--- src/design/i2c_intr_params.svh ---
/*
  Offsets, field positions, reset values and widths of the two-wire
  controller's interrupt status and mask block.
  Assumes inclusion by bare name from the package and the design files.
*/
`ifndef I2C_INTR_PARAMS_SVH
`define I2C_INTR_PARAMS_SVH

// ----------------------------------------------------------------
// Register byte offsets
// ----------------------------------------------------------------
`define INTR_ADDR_W 12
`define MASK_OFS 12'h030
`define RAW_OFS 12'h034
`define RX_THR_OFS 12'h038
`define TX_THR_OFS 12'h03c
`define CLR_OFS 12'h040

// ----------------------------------------------------------------
// Field layout of status and mask
// ----------------------------------------------------------------
`define NUM_FLAGS 12
`define BIT_RX_UNDER 0
`define BIT_RX_OVER 1
`define BIT_RX_THR 2
`define BIT_TX_OVER 3
`define BIT_TX_THR 4
`define BIT_RD_REQ 5
`define BIT_TX_ABORT 6
`define BIT_RD_DONE 7
`define BIT_ACTIVITY 8
`define BIT_STOP 9
`define BIT_START 10
`define BIT_GENERAL_CALL_FLAG 11
`define THR_W 8

// ----------------------------------------------------------------
// Reset values
// ----------------------------------------------------------------
`define MASK_RST 12'h8ff
`define THR_RST 8'h00
`define WORD_ZERO 32'h0000_0000

`endif

--- src/design/i2c_intr_pkg.sv ---
/*
  Types shared by the interrupt status and mask block.
  Assumes the params header is on the include path.
*/
`include "i2c_intr_params.svh"

package i2c_intr_pkg;
  // ----------------------------------------------------------------
  // Vector types
  // ----------------------------------------------------------------
  typedef logic [`NUM_FLAGS-1:0] flag_vec_t;
  typedef logic [`THR_W-1:0] thr_t;
  typedef logic [31:0] word_t;
  typedef logic [`INTR_ADDR_W-1:0] addr_t;
endpackage

--- src/design/i2c_intr_status.sv ---
/*
  Interrupt status and mask logic of the two-wire serial controller, with
  an APB slave for mask, raw status, thresholds and a clear register.
  Assumes the controller core drives its event pulses and FIFO levels on
  sys_clk, so no synchronisers are needed.
*/
// Local design decision: the APB register port.
`timescale 1ns/10ps
`default_nettype none
`include "i2c_intr_params.svh"

// Functional notes
// Mask register holds one enable per condition in bits 11:0; 31:12 reserved.
// As slave transmitter, a byte not acknowledged by master sets read-done.
// Bit 6 sets when transmitter cannot complete work on transmit FIFO contents.
// Bit 5 sets when, as slave, another master tries to read.
// Bit 4 is high while transmit fill level is at or below threshold.
// Bit 3 sets on a command write while transmit buffer is full.
// Bit 2 is high when receive fill level reaches or exceeds threshold.
// Bit 1 sets when a byte arrives with receive buffer full.
// Bit 0 sets on a data read while receive buffer is empty.
// Receive and transmit thresholds are 8-bit software read-write fields.
// Raw bits ignore the mask; only enabled conditions reach the interrupt.
module i2c_intr_status #(
  parameter int LVL_W = 9,
  parameter int TX_DEPTH = 8,
  parameter int RX_DEPTH = 8
) (
  input wire logic sys_clk,
  input wire logic rst,
  // APB slave
  input wire logic psel,
  input wire logic penable,
  input wire logic pwrite,
  input wire i2c_intr_pkg::addr_t paddr,
  input wire i2c_intr_pkg::word_t pwdata,
  output i2c_intr_pkg::word_t prdata,
  output logic pready,
  output logic pslverr,
  // Controller core events and levels
  input wire logic [LVL_W-1:0] tx_fifo_level,
  input wire logic [LVL_W-1:0] rx_fifo_level,
  input wire logic data_command_wr,
  input wire logic data_command_rd,
  input wire logic rx_byte_in,
  input wire logic slave_mode,
  input wire logic slave_tx_mode,
  input wire logic byte_nack,
  input wire logic tx_abort_evt,
  input wire logic rd_req_evt,
  input wire logic general_call_evt,
  input wire logic start_evt,
  input wire logic stop_evt,
  input wire logic bus_active,
  // Interrupt and threshold outputs
  output logic intr_out,
  output i2c_intr_pkg::thr_t receive_threshold_level,
  output i2c_intr_pkg::thr_t transmit_threshold_level
);
  import i2c_intr_pkg::*;

  localparam logic [LVL_W-1:0] TX_FULL_LVL = LVL_W'(TX_DEPTH);
  localparam logic [LVL_W-1:0] RX_FULL_LVL = LVL_W'(RX_DEPTH);
  localparam logic [LVL_W-1:0] LVL_EMPTY = '0;

  flag_vec_t interrupt_mask_ff;
  flag_vec_t nxt_mask;
  thr_t receive_threshold_reg_ff;
  thr_t nxt_rx_thr;
  thr_t transmit_threshold_reg_ff;
  thr_t nxt_tx_thr;
  word_t prdata_ff;
  word_t nxt_prdata;
  logic pready_ff;
  logic nxt_pready;
  logic pslverr_ff;
  logic nxt_pslverr;
  logic intr_ff;
  logic nxt_intr;
  flag_vec_t set_vec;
  flag_vec_t sticky_ff;
  flag_vec_t raw_interrupt_status;
  logic access_go;
  logic access_done;
  logic addr_ok;
  logic clr_read;
  logic tx_thr_hit;
  logic rx_thr_hit;

  // ----------------------------------------------------------------
  // Event capture
  // ----------------------------------------------------------------

  // Threshold conditions are levels; they follow the FIFO, not latched
  assign tx_thr_hit = tx_fifo_level <= {{(LVL_W-`THR_W){1'b0}}, transmit_threshold_reg_ff};
  assign rx_thr_hit = rx_fifo_level >= {{(LVL_W-`THR_W){1'b0}}, receive_threshold_reg_ff};

  // Pulse conditions feeding the sticky bank
  always_comb begin
    set_vec = '0;
    set_vec[`BIT_RX_UNDER] = data_command_rd && (rx_fifo_level == LVL_EMPTY);
    set_vec[`BIT_RX_OVER] = rx_byte_in && (rx_fifo_level == RX_FULL_LVL);
    set_vec[`BIT_TX_OVER] = data_command_wr && (tx_fifo_level == TX_FULL_LVL);
    set_vec[`BIT_RD_REQ] = slave_mode && rd_req_evt;
    set_vec[`BIT_TX_ABORT] = tx_abort_evt;
    set_vec[`BIT_RD_DONE] = slave_tx_mode && byte_nack;
    set_vec[`BIT_STOP] = stop_evt;
    set_vec[`BIT_START] = start_evt;
    set_vec[`BIT_GENERAL_CALL_FLAG] = general_call_evt;
  end

  // Read of the clear register drops every sticky bit at once
  sticky_flags #(
    .W(`NUM_FLAGS)
  ) u_flags (
    .sys_clk(sys_clk),
    .rst(rst),
    .set_vec(set_vec),
    .clr_all(clr_read),
    .flags_ff(sticky_ff)
  );

  // Raw view: the mask plays no part here
  always_comb begin
    raw_interrupt_status = sticky_ff;
    raw_interrupt_status[`BIT_TX_THR] = tx_thr_hit;
    raw_interrupt_status[`BIT_RX_THR] = rx_thr_hit;
    raw_interrupt_status[`BIT_ACTIVITY] = bus_active;
  end

  // ----------------------------------------------------------------
  // APB slave
  // ----------------------------------------------------------------

  // One wait state: data is prepared on the first access edge
  assign access_go = psel && penable && !pready_ff;
  assign access_done = psel && penable && pready_ff;
  assign clr_read = access_done && !pwrite && (paddr == `CLR_OFS);

  // Mapped offsets; the raw status and clear registers refuse writes
  always_comb begin
    unique case (paddr)
      `MASK_OFS, `RX_THR_OFS, `TX_THR_OFS: addr_ok = 1'b1;
      `RAW_OFS, `CLR_OFS: addr_ok = !pwrite;
      default: addr_ok = 1'b0;
    endcase
  end

  // Read mux and handshake; reserved bits read as zero
  always_comb begin
    nxt_prdata = prdata_ff;
    nxt_pready = 1'b0;
    nxt_pslverr = 1'b0;
    if (access_go) begin
      nxt_pready = 1'b1;
      nxt_pslverr = !addr_ok;
      nxt_prdata = `WORD_ZERO;
      if (!pwrite) begin
        unique case (paddr)
          `MASK_OFS: nxt_prdata = {20'h00000, interrupt_mask_ff};
          `RAW_OFS: nxt_prdata = {20'h00000, raw_interrupt_status};
          `RX_THR_OFS: nxt_prdata = {24'h000000, receive_threshold_reg_ff};
          `TX_THR_OFS: nxt_prdata = {24'h000000, transmit_threshold_reg_ff};
          `CLR_OFS: nxt_prdata = {31'h00000000, |sticky_ff};
          default: nxt_prdata = `WORD_ZERO;
        endcase
      end
    end
  end

  // Writes land only at the edge that completes the transfer
  always_comb begin
    nxt_mask = interrupt_mask_ff;
    nxt_rx_thr = receive_threshold_reg_ff;
    nxt_tx_thr = transmit_threshold_reg_ff;
    if (access_done && pwrite) begin
      unique case (paddr)
        `MASK_OFS: nxt_mask = pwdata[`NUM_FLAGS-1:0];
        `RX_THR_OFS: nxt_rx_thr = pwdata[`THR_W-1:0];
        `TX_THR_OFS: nxt_tx_thr = pwdata[`THR_W-1:0];
        default: nxt_mask = interrupt_mask_ff;
      endcase
    end
  end

  // ----------------------------------------------------------------
  // Interrupt output
  // ----------------------------------------------------------------

  // Registered so the pin never glitches on a mask update
  always_comb begin
    nxt_intr = |(raw_interrupt_status & interrupt_mask_ff);
  end

  // Register only
  always_ff @(posedge sys_clk) begin
    if (rst) begin
      interrupt_mask_ff <= `MASK_RST;
      receive_threshold_reg_ff <= `THR_RST;
      transmit_threshold_reg_ff <= `THR_RST;
      prdata_ff <= `WORD_ZERO;
      pready_ff <= 1'b0;
      pslverr_ff <= 1'b0;
      intr_ff <= 1'b0;
    end else begin
      interrupt_mask_ff <= nxt_mask;
      receive_threshold_reg_ff <= nxt_rx_thr;
      transmit_threshold_reg_ff <= nxt_tx_thr;
      prdata_ff <= nxt_prdata;
      pready_ff <= nxt_pready;
      pslverr_ff <= nxt_pslverr;
      intr_ff <= nxt_intr;
    end
  end

  assign prdata = prdata_ff;
  assign pready = pready_ff;
  assign pslverr = pslverr_ff;
  assign intr_out = intr_ff;
  assign receive_threshold_level = receive_threshold_reg_ff;
  assign transmit_threshold_level = transmit_threshold_reg_ff;
endmodule

`default_nettype wire

--- src/design/sticky_flags.sv ---
/*
  Bank of sticky event flags: a set pulse latches a bit, a clear drops all.
  Assumes set and clear come from logic on the same clock.
*/
`timescale 1ns/10ps
`default_nettype none

module sticky_flags #(
  parameter int W = 12
) (
  input wire logic sys_clk,
  input wire logic rst,
  input wire logic [W-1:0] set_vec,
  input wire logic clr_all,
  output logic [W-1:0] flags_ff
);
  logic [W-1:0] nxt_flags;

  // Set wins over a clear in the same cycle, so no event is lost
  always_comb begin
    nxt_flags = set_vec | (flags_ff & ~{W{clr_all}});
  end

  // Register only
  always_ff @(posedge sys_clk) begin
    if (rst) begin
      flags_ff <= '0;
    end else begin
      flags_ff <= nxt_flags;
    end
  end
endmodule

`default_nettype wire

--- config.mk ---
export PLATFORM = sky130hd
export DESIGN_NAME = i2c_intr_status
export DESIGN_NICKNAME = d
export VERILOG_FILES = /design/src/design/i2c_intr_pkg.sv /design/src/design/i2c_intr_status.sv /design/src/design/sticky_flags.sv
export VERILOG_INCLUDE_DIRS = /design/src /design/src/design
export SDC_FILE = /design/constraint.sdc
export NUM_CORES = 1
export LEC_CHECK = 0
export ABC_AREA = 1
export BUFFER_PORTS_ARGS = -buffer_cell sky130_fd_sc_hd__buf_2
export CORE_MARGIN = 2
export CORE_UTILIZATION = 30
export CTS_CLUSTER_DIAMETER = 200
export CTS_CLUSTER_SIZE = 25
export DETAILED_ROUTE_END_ITERATION = 8
export GPL_TIMING_DRIVEN = 0
export PLACE_DENSITY_LB_ADDON = 0.08
export SYNTH_ARGS = -nofsm -noshare
export SYNTH_HDL_FRONTEND = slang
export SYNTH_SLANG_ARGS = --single-unit
--- constraint.sdc ---
create_clock -name sys_clk -period 2.1 [get_ports sys_clk]
set_clock_uncertainty 0.15 [all_clocks]
set_input_delay 0 -clock sys_clk [delete_from_list [all_inputs] [get_ports sys_clk]]
set_output_delay 0 -clock sys_clk [all_outputs]
set_load 0.02 [all_outputs]
Word level (Yosys, flattened, before mapping)
Cells that the tools add are included.
{ "word_totals": {"ff_bits": 75, "input_bits": 79, "out_inout_bits": 51, "word_cells": 49} }
{ "op_classes": {"order_cmp": 2, "eq_ne": 7, "mux": 4, "n_bitwise": 5, "reduce_logical": 23} }
{ "ops": {"columns": ["cell", "n"], "rows": [
  ["$pmux 12 s5", 1],
  ["$eq 12x6->1 const B", 4],
  ["$and 12x12->12", 2],
  ["$reduce_or 12->1", 2],
  ["$eq 9x4->1 const B", 2],
  ["$eq 12x7->1 const B", 1],
  ["$mux 12", 1],
  ["$not 12->12", 1],
  ["$or 12x12->12", 1],
  ["$logic_and 1x1->1", 11],
  ["$ge 9x8->1", 1],
  ["$le 9x8->1", 1],
  ["$logic_not 9->1", 1],
  ["$reduce_and 2->1", 3],
  ["$reduce_or 2->1", 2],
  ["$logic_not 1->1", 3],
  ["$reduce_or 3->1", 1],
  ["$pmux 1 s2", 1],
  ["$mux 1", 1],
  ["$not 1->1", 1]
]} }

Logic depth before layout (Yosys ltp)
{ "logic_depth": {"depth_word": 7, "mapped_depth": 13} }

Modules after synthesis
A second synthesis with hierarchy kept.
{ "unflattened": {"cells_unflattened": 483, "hier_area_um2": 3347.0} }
{ "by_module_without_submodules": {"columns": ["mod", "instances", "cells_per_inst", "area_per_inst_um2"], "rows": [
  ["i2c_intr_status", 1, 432, 2930.3],
  ["sticky_flags", 1, 51, 416.6]
]} }

Worst setup path before layout
OpenSTA, ideal clock, no wires.
{ "synth_timing": {"path_kind": "register -> register", "from": "reg transmit_threshold_reg_ff[6] (netlist: transmit_threshold_level[6])", "to": "reg prdata_ff[4] (netlist: prdata[4])", "setup_ns": 0.132, "arrival_time_ns": 1.391, "required_time_ns": 1.818, "slack_ns": 0.426, "stages_incl_launch_ff": 12, "cell_sequence": "dfxtp_1 inv_1 ha_1 nand2_1 nor2_1 nand3_1 nand3_1 nand2_1 nand2_1 nand2_1 nand2_1 a21oi_1"} }
{ "synth_between": {"elab_chain_len": 3} }
{ "synth_rtl": {"columns": ["element", "line_no", "rtl"], "rows": [
  ["start: declaration", "i2c_intr_status.sv:70", "thr_t transmit_threshold_reg_ff;"],
  ["start signal: assignment", "i2c_intr_status.sv:200", "transmit_threshold_reg_ff <= `THR_RST;"],
  ["start signal: assignment", "i2c_intr_status.sv:208", "transmit_threshold_reg_ff <= nxt_tx_thr;"],
  ["$le 9x8->1", "i2c_intr_status.sv:95", "assign tx_thr_hit = tx_fifo_level <= {{(LVL_W-`THR_W){1'b0}}, transmit_threshold_reg_ff};"],
  ["$pmux 12 s5", "i2c_intr_status.sv:159", "unique case (paddr)"],
  ["$mux 12", "i2c_intr_status.sv:158", "if (!pwrite) begin"],
  ["end signal: assignment", "i2c_intr_status.sv:201", "prdata_ff <= `WORD_ZERO;"],
  ["end signal: assignment", "i2c_intr_status.sv:209", "prdata_ff <= nxt_prdata;"],
  ["end: declaration", "i2c_intr_status.sv:72", "word_t prdata_ff;"]
]} }
Every way passes these cells.
A chain may end at the register's enable or synchronous reset.

Worst setup path after layout
{ "layout_timing": {"from": "reg pready_ff (netlist: pready)", "to": "reg u_flags.flags_ff[1]"} }
{ "layout_between": {"elab_chain_len": 6} }
{ "layout_rtl": {"columns": ["element", "line_no", "rtl"], "rows": [
  ["start: declaration", "i2c_intr_status.sv:74", "logic pready_ff;"],
  ["start signal: assignment", "i2c_intr_status.sv:210", "pready_ff <= nxt_pready;"],
  ["$logic_and 1x1->1", "i2c_intr_status.sv:137", "assign access_done = psel && penable && pready_ff;"],
  ["$logic_and 1x1->1 (2 in series)", "i2c_intr_status.sv:138", "assign clr_read = access_done && !pwrite && (paddr == `CLR_OFS);"],
  ["$not 12->12", "sticky_flags.sv:21", "nxt_flags = set_vec | (flags_ff & ~{W{clr_all}});"],
  ["$and 12x12->12", "sticky_flags.sv:21", null],
  ["$or 12x12->12", "sticky_flags.sv:21", null],
  ["end signal: assignment", "sticky_flags.sv:29", "flags_ff <= nxt_flags;"],
  ["end: declaration", "sticky_flags.sv:15", "output logic [W-1:0] flags_ff"]
]} }
Every way passes these cells.

==> run_results.csv <==
group,metric,value,unit
timing,fin_setup_tns,0,ns
global_route,busiest_layer,"met2",
logic_synthesis,yosys_warnings,0,
drt,drt_wl_total,9670,um
logic_synthesis,syn-instance-count,461,
floorplanning,pin_count,130,
drt,drtIter0Drc,99,
flow_run,maxCapViolCount,0,
floorplanning,design.core.area,10300,sq um
timing,drv_slew,0,
floorplanning,die_w,107,um
pwr,p_int,1.47,mW
logic_synthesis,synth_edf_count,0,
timing,whs,0.0307,ns
drt,dr.pass1.iters,4,
floorplanning,die_h,107,um
clock_network,cts_root_buf,"clkbuf_8",
drt,drc_errors,0,
setup_path,cp_top_family,"buffers and inverters",
min_path,hp-class,"in -> reg",
pwr,p_sw_frac,0.272,
setup_path,critPathRequiredTime,2.17,ns
timing,timing.final.ws_setup,0.0808,ns
pwr,switching_power,552,uW
pwr,clkPwrFrac,0.317,
clock_network,cts.sinks,55,
place,dp_slack,0.171,ns
cells_and_area,ff_latch_area,1100,sq um
setup_path,crit_fanout,10,
logic_synthesis,syn_area,3190,sq um
cells_and_area,fill_cells,1105,
timing,period_share,0.962,
setup_path,crit_buf_inv,2,
floorplanning,initial_core_util,0.309,
timing,hold_viol,0,
place,place_area,3870,sq um
floorplanning,rows,37,
logic_synthesis,synth_area_per_cell,6.91,sq um
logic_synthesis,ys_seq_area_frac,0.346,
logic_synthesis,synth_flop_cell,"dfxtp_1",
place,io_buffers,88,
timing,clock.fmax,495,MHz
clock_network,cts_buffer_depth,2,
pwr,finalPower,2.03,mW
pwr,pwr-share-comb,0.159,
global_route,grt_pass1_wl,15600,um
timing,min_period,2.02,ns
logic_synthesis,ys_top_cells_by_area,"dfxtp_1 35%, nand2_1 9.2%, inv_1 7.5%",
clock_network,cts_max_level,2,
clock_network,clock_latency,0.32,ns
global_route,grt_antenna_before_repair,0,
run_status,status,"finished, final reports clean",
setup_path,critPathMaxStageDelay,0.58,ns
clock_network,cts_made_buffers,5,
logic_synthesis,yosys.area.top_type,"dfxtp_1",
floorplanning,die_area,11500,sq um
pwr,pwr-share-seq,0.524,
global_route,grtUsageTotal,0.174,
setup_path,cp-start-kind,"register",
drt,route.vias.total,3330,
setup_path,cp_slowest_cell,"dlygate4sd3_1",
drt,drt.antenna.violating_nets,0,
pwr,power_density,469,nW/um^2
place,hpwl,7710,um
logic_synthesis,synth_cell_types,35,
cells_and_area,final_layout_size_suffix_gt1_frac,0.245,
drt,post_drt_wl_per_cell,12.9,um
clock_network,cts_tree,"yes",
logic_synthesis,ys_ff_latch,55,
logic_synthesis,synthArstFlopShare,0,
global_route,grt_pass1_vias,3130,
global_route,met1_usage,0.226,
cells_and_area,finalInstanceArea,4330,sq um
global_route,grt_start_max_net_pins,17,
timing,finalSetupViolations,0,
logic_synthesis,synth.top_cell.area_share,0.346,
setup_path,path_class,"reg -> reg",
global_route,overflow,0,
cells_and_area,n_antenna_cell,0,
global_route,met3_usage,0.0261,
cells_and_area,syn_to_final_growth,35.7,%
drt,viasPerCell,4.45,
setup_path,cp.arrival,2.09,ns
pwr,p_leak,2.12,nW
place,place.gp.congestion,0.854,
cells_and_area,multi_input_area,1680,sq um
global_route,met2_usage,0.302,
setup_path,crit_chain,"nand3_1 -> or3_4 -> buf_6 -> nand2_1 -> a21oi_1 -> dlygate4sd3_1",
timing,grt_setup_unrepaired,"no",
pwr,vdd_drop_max,0.000289,V
setup_path,cp-end-kind,"register",
cells_and_area,nets,706,
clock_network,clkSlewWorstSetupHoldPaths,0.10,ns
==> final timing paths <==
path,startpoint,cells past startpoint,to,slack [ns]
worst max-delay path,pready$_SDFF_PP0_,6,u_flags.flags_ff[1]$_SDFF_PP0_,0.08
worst min-delay path,rst,2,interrupt_mask_ff[9]$_SDFFE_PP0P_,0.03
worst max register to register,pready$_SDFF_PP0_,6,u_flags.flags_ff[1]$_SDFF_PP0_,0.08
worst min register to register,u_flags.flags_ff[4]$_SDFF_PP0_,2,u_flags.flags_ff[4]$_SDFF_PP0_,0.31
==> per-layer routing <==
metal / vias up / share of wire
met1: 1472 / 0.46
met3: 6 / 0.055
met5: - / 0
met4: 0 / 0.011
met2: 102 / 0.47
li1: 1750 / -
==> area by class of cell <==
| cell class | count | area share |
|---|---|---|
| Buffer | 33 | 0.0509 |
| Clock buffer | 7 | 0.0200 |
| Clock inverter | 1 | 0.00202 |
| Inverter | 69 | 0.0605 |
| Multi-Input combinational cell | 323 | 0.387 |
| Sequential cell | 55 | 0.255 |
| Tap cell | 136 | 0.0393 |
| Timing Repair Buffer | 124 | 0.185 |
==> kinds of logic after synthesis <==
logic type                 synth area share
buffers and inverters                 0.151
DFF                                   0.346
and+or+nand+nor                       0.299
other                               0.00118
adders and majority gates            0.0628
AOI/OAI and AO/OA                     0.141
==> flip-flops by register name (all words and copies together), names as in the netlist <==
signal,cells
transmit_threshold_level,8
intr_out,1
interrupt_mask_ff,12
prdata,12
pslverr,1
receive_threshold_level,8
pready,1
u_flags.flags_ff,12
==> cells in the mapped netlist, drive strengths merged (7+ instances only) <==
master / number
a21oi: 40
nor2: 60
inv: 68
o21ai: 27
nand3: 46
ha: 16
dfxtp: 55
buf: 28
o22ai: 7
nand2: 84
==> timing repair <==
action | 4_1_cts | 5_1_grt
gates resized for setup | 0 | 1
endpoints found under the setup margin | 0 | 5
setup buffers | 0 | 0
hold endpoints to repair | 48 | 0
hold buffers | 36 | 0
==> metrics by stage <==
stage,instances,util
after floorplan,480,-
after global placement,704,0.375
after detailed placement,704,0.375
after CTS,748,0.419
after global routing,748,0.419
final,748,0.419
==> placed cells by master, fill, tap and decap left out, types with 2 or more instances in the layout <==
master | netlist | routed
nor2_2 | 3 | 3
clkbuf_8 | 0 | 6
o21ai_0 | 26 | 26
dfxtp_1 | 55 | 54
nand3_2 | 2 | 2
dlygate4sd3_1 | 0 | 36
ha_1 | 16 | 16
or2_2 | 2 | 2
buf_4 | 22 | 22
o22ai_1 | 7 | 7
clkbuf_1 | 5 | 6
nor3_4 | 2 | 2
conb_1 | 1 | 20
nand4_1 | 5 | 5
nand2_1 | 78 | 78
nor4_1 | 4 | 4
a211oi_1 | 3 | 3
a21oi_1 | 37 | 37
nor2_1 | 56 | 56
inv_2 | 3 | 3
nand2_2 | 6 | 6
inv_1 | 64 | 64
nor3_1 | 2 | 2
a21oi_2 | 2 | 2
nand3_1 | 44 | 44
buf_2 | 5 | 93
==> power groups by stage <==
stage               Combinational, mW  Clock [mW]  Sequential [mW]
floorplan                       0.169           0             1.09
global placement                0.273           0             1.09
detailed placement              0.277           0             1.09
CTS                             0.323       0.659             1.06
global route                    0.360       0.697             1.06
finish                          0.322       0.643             1.06
(Power assumes the default switching activity.)
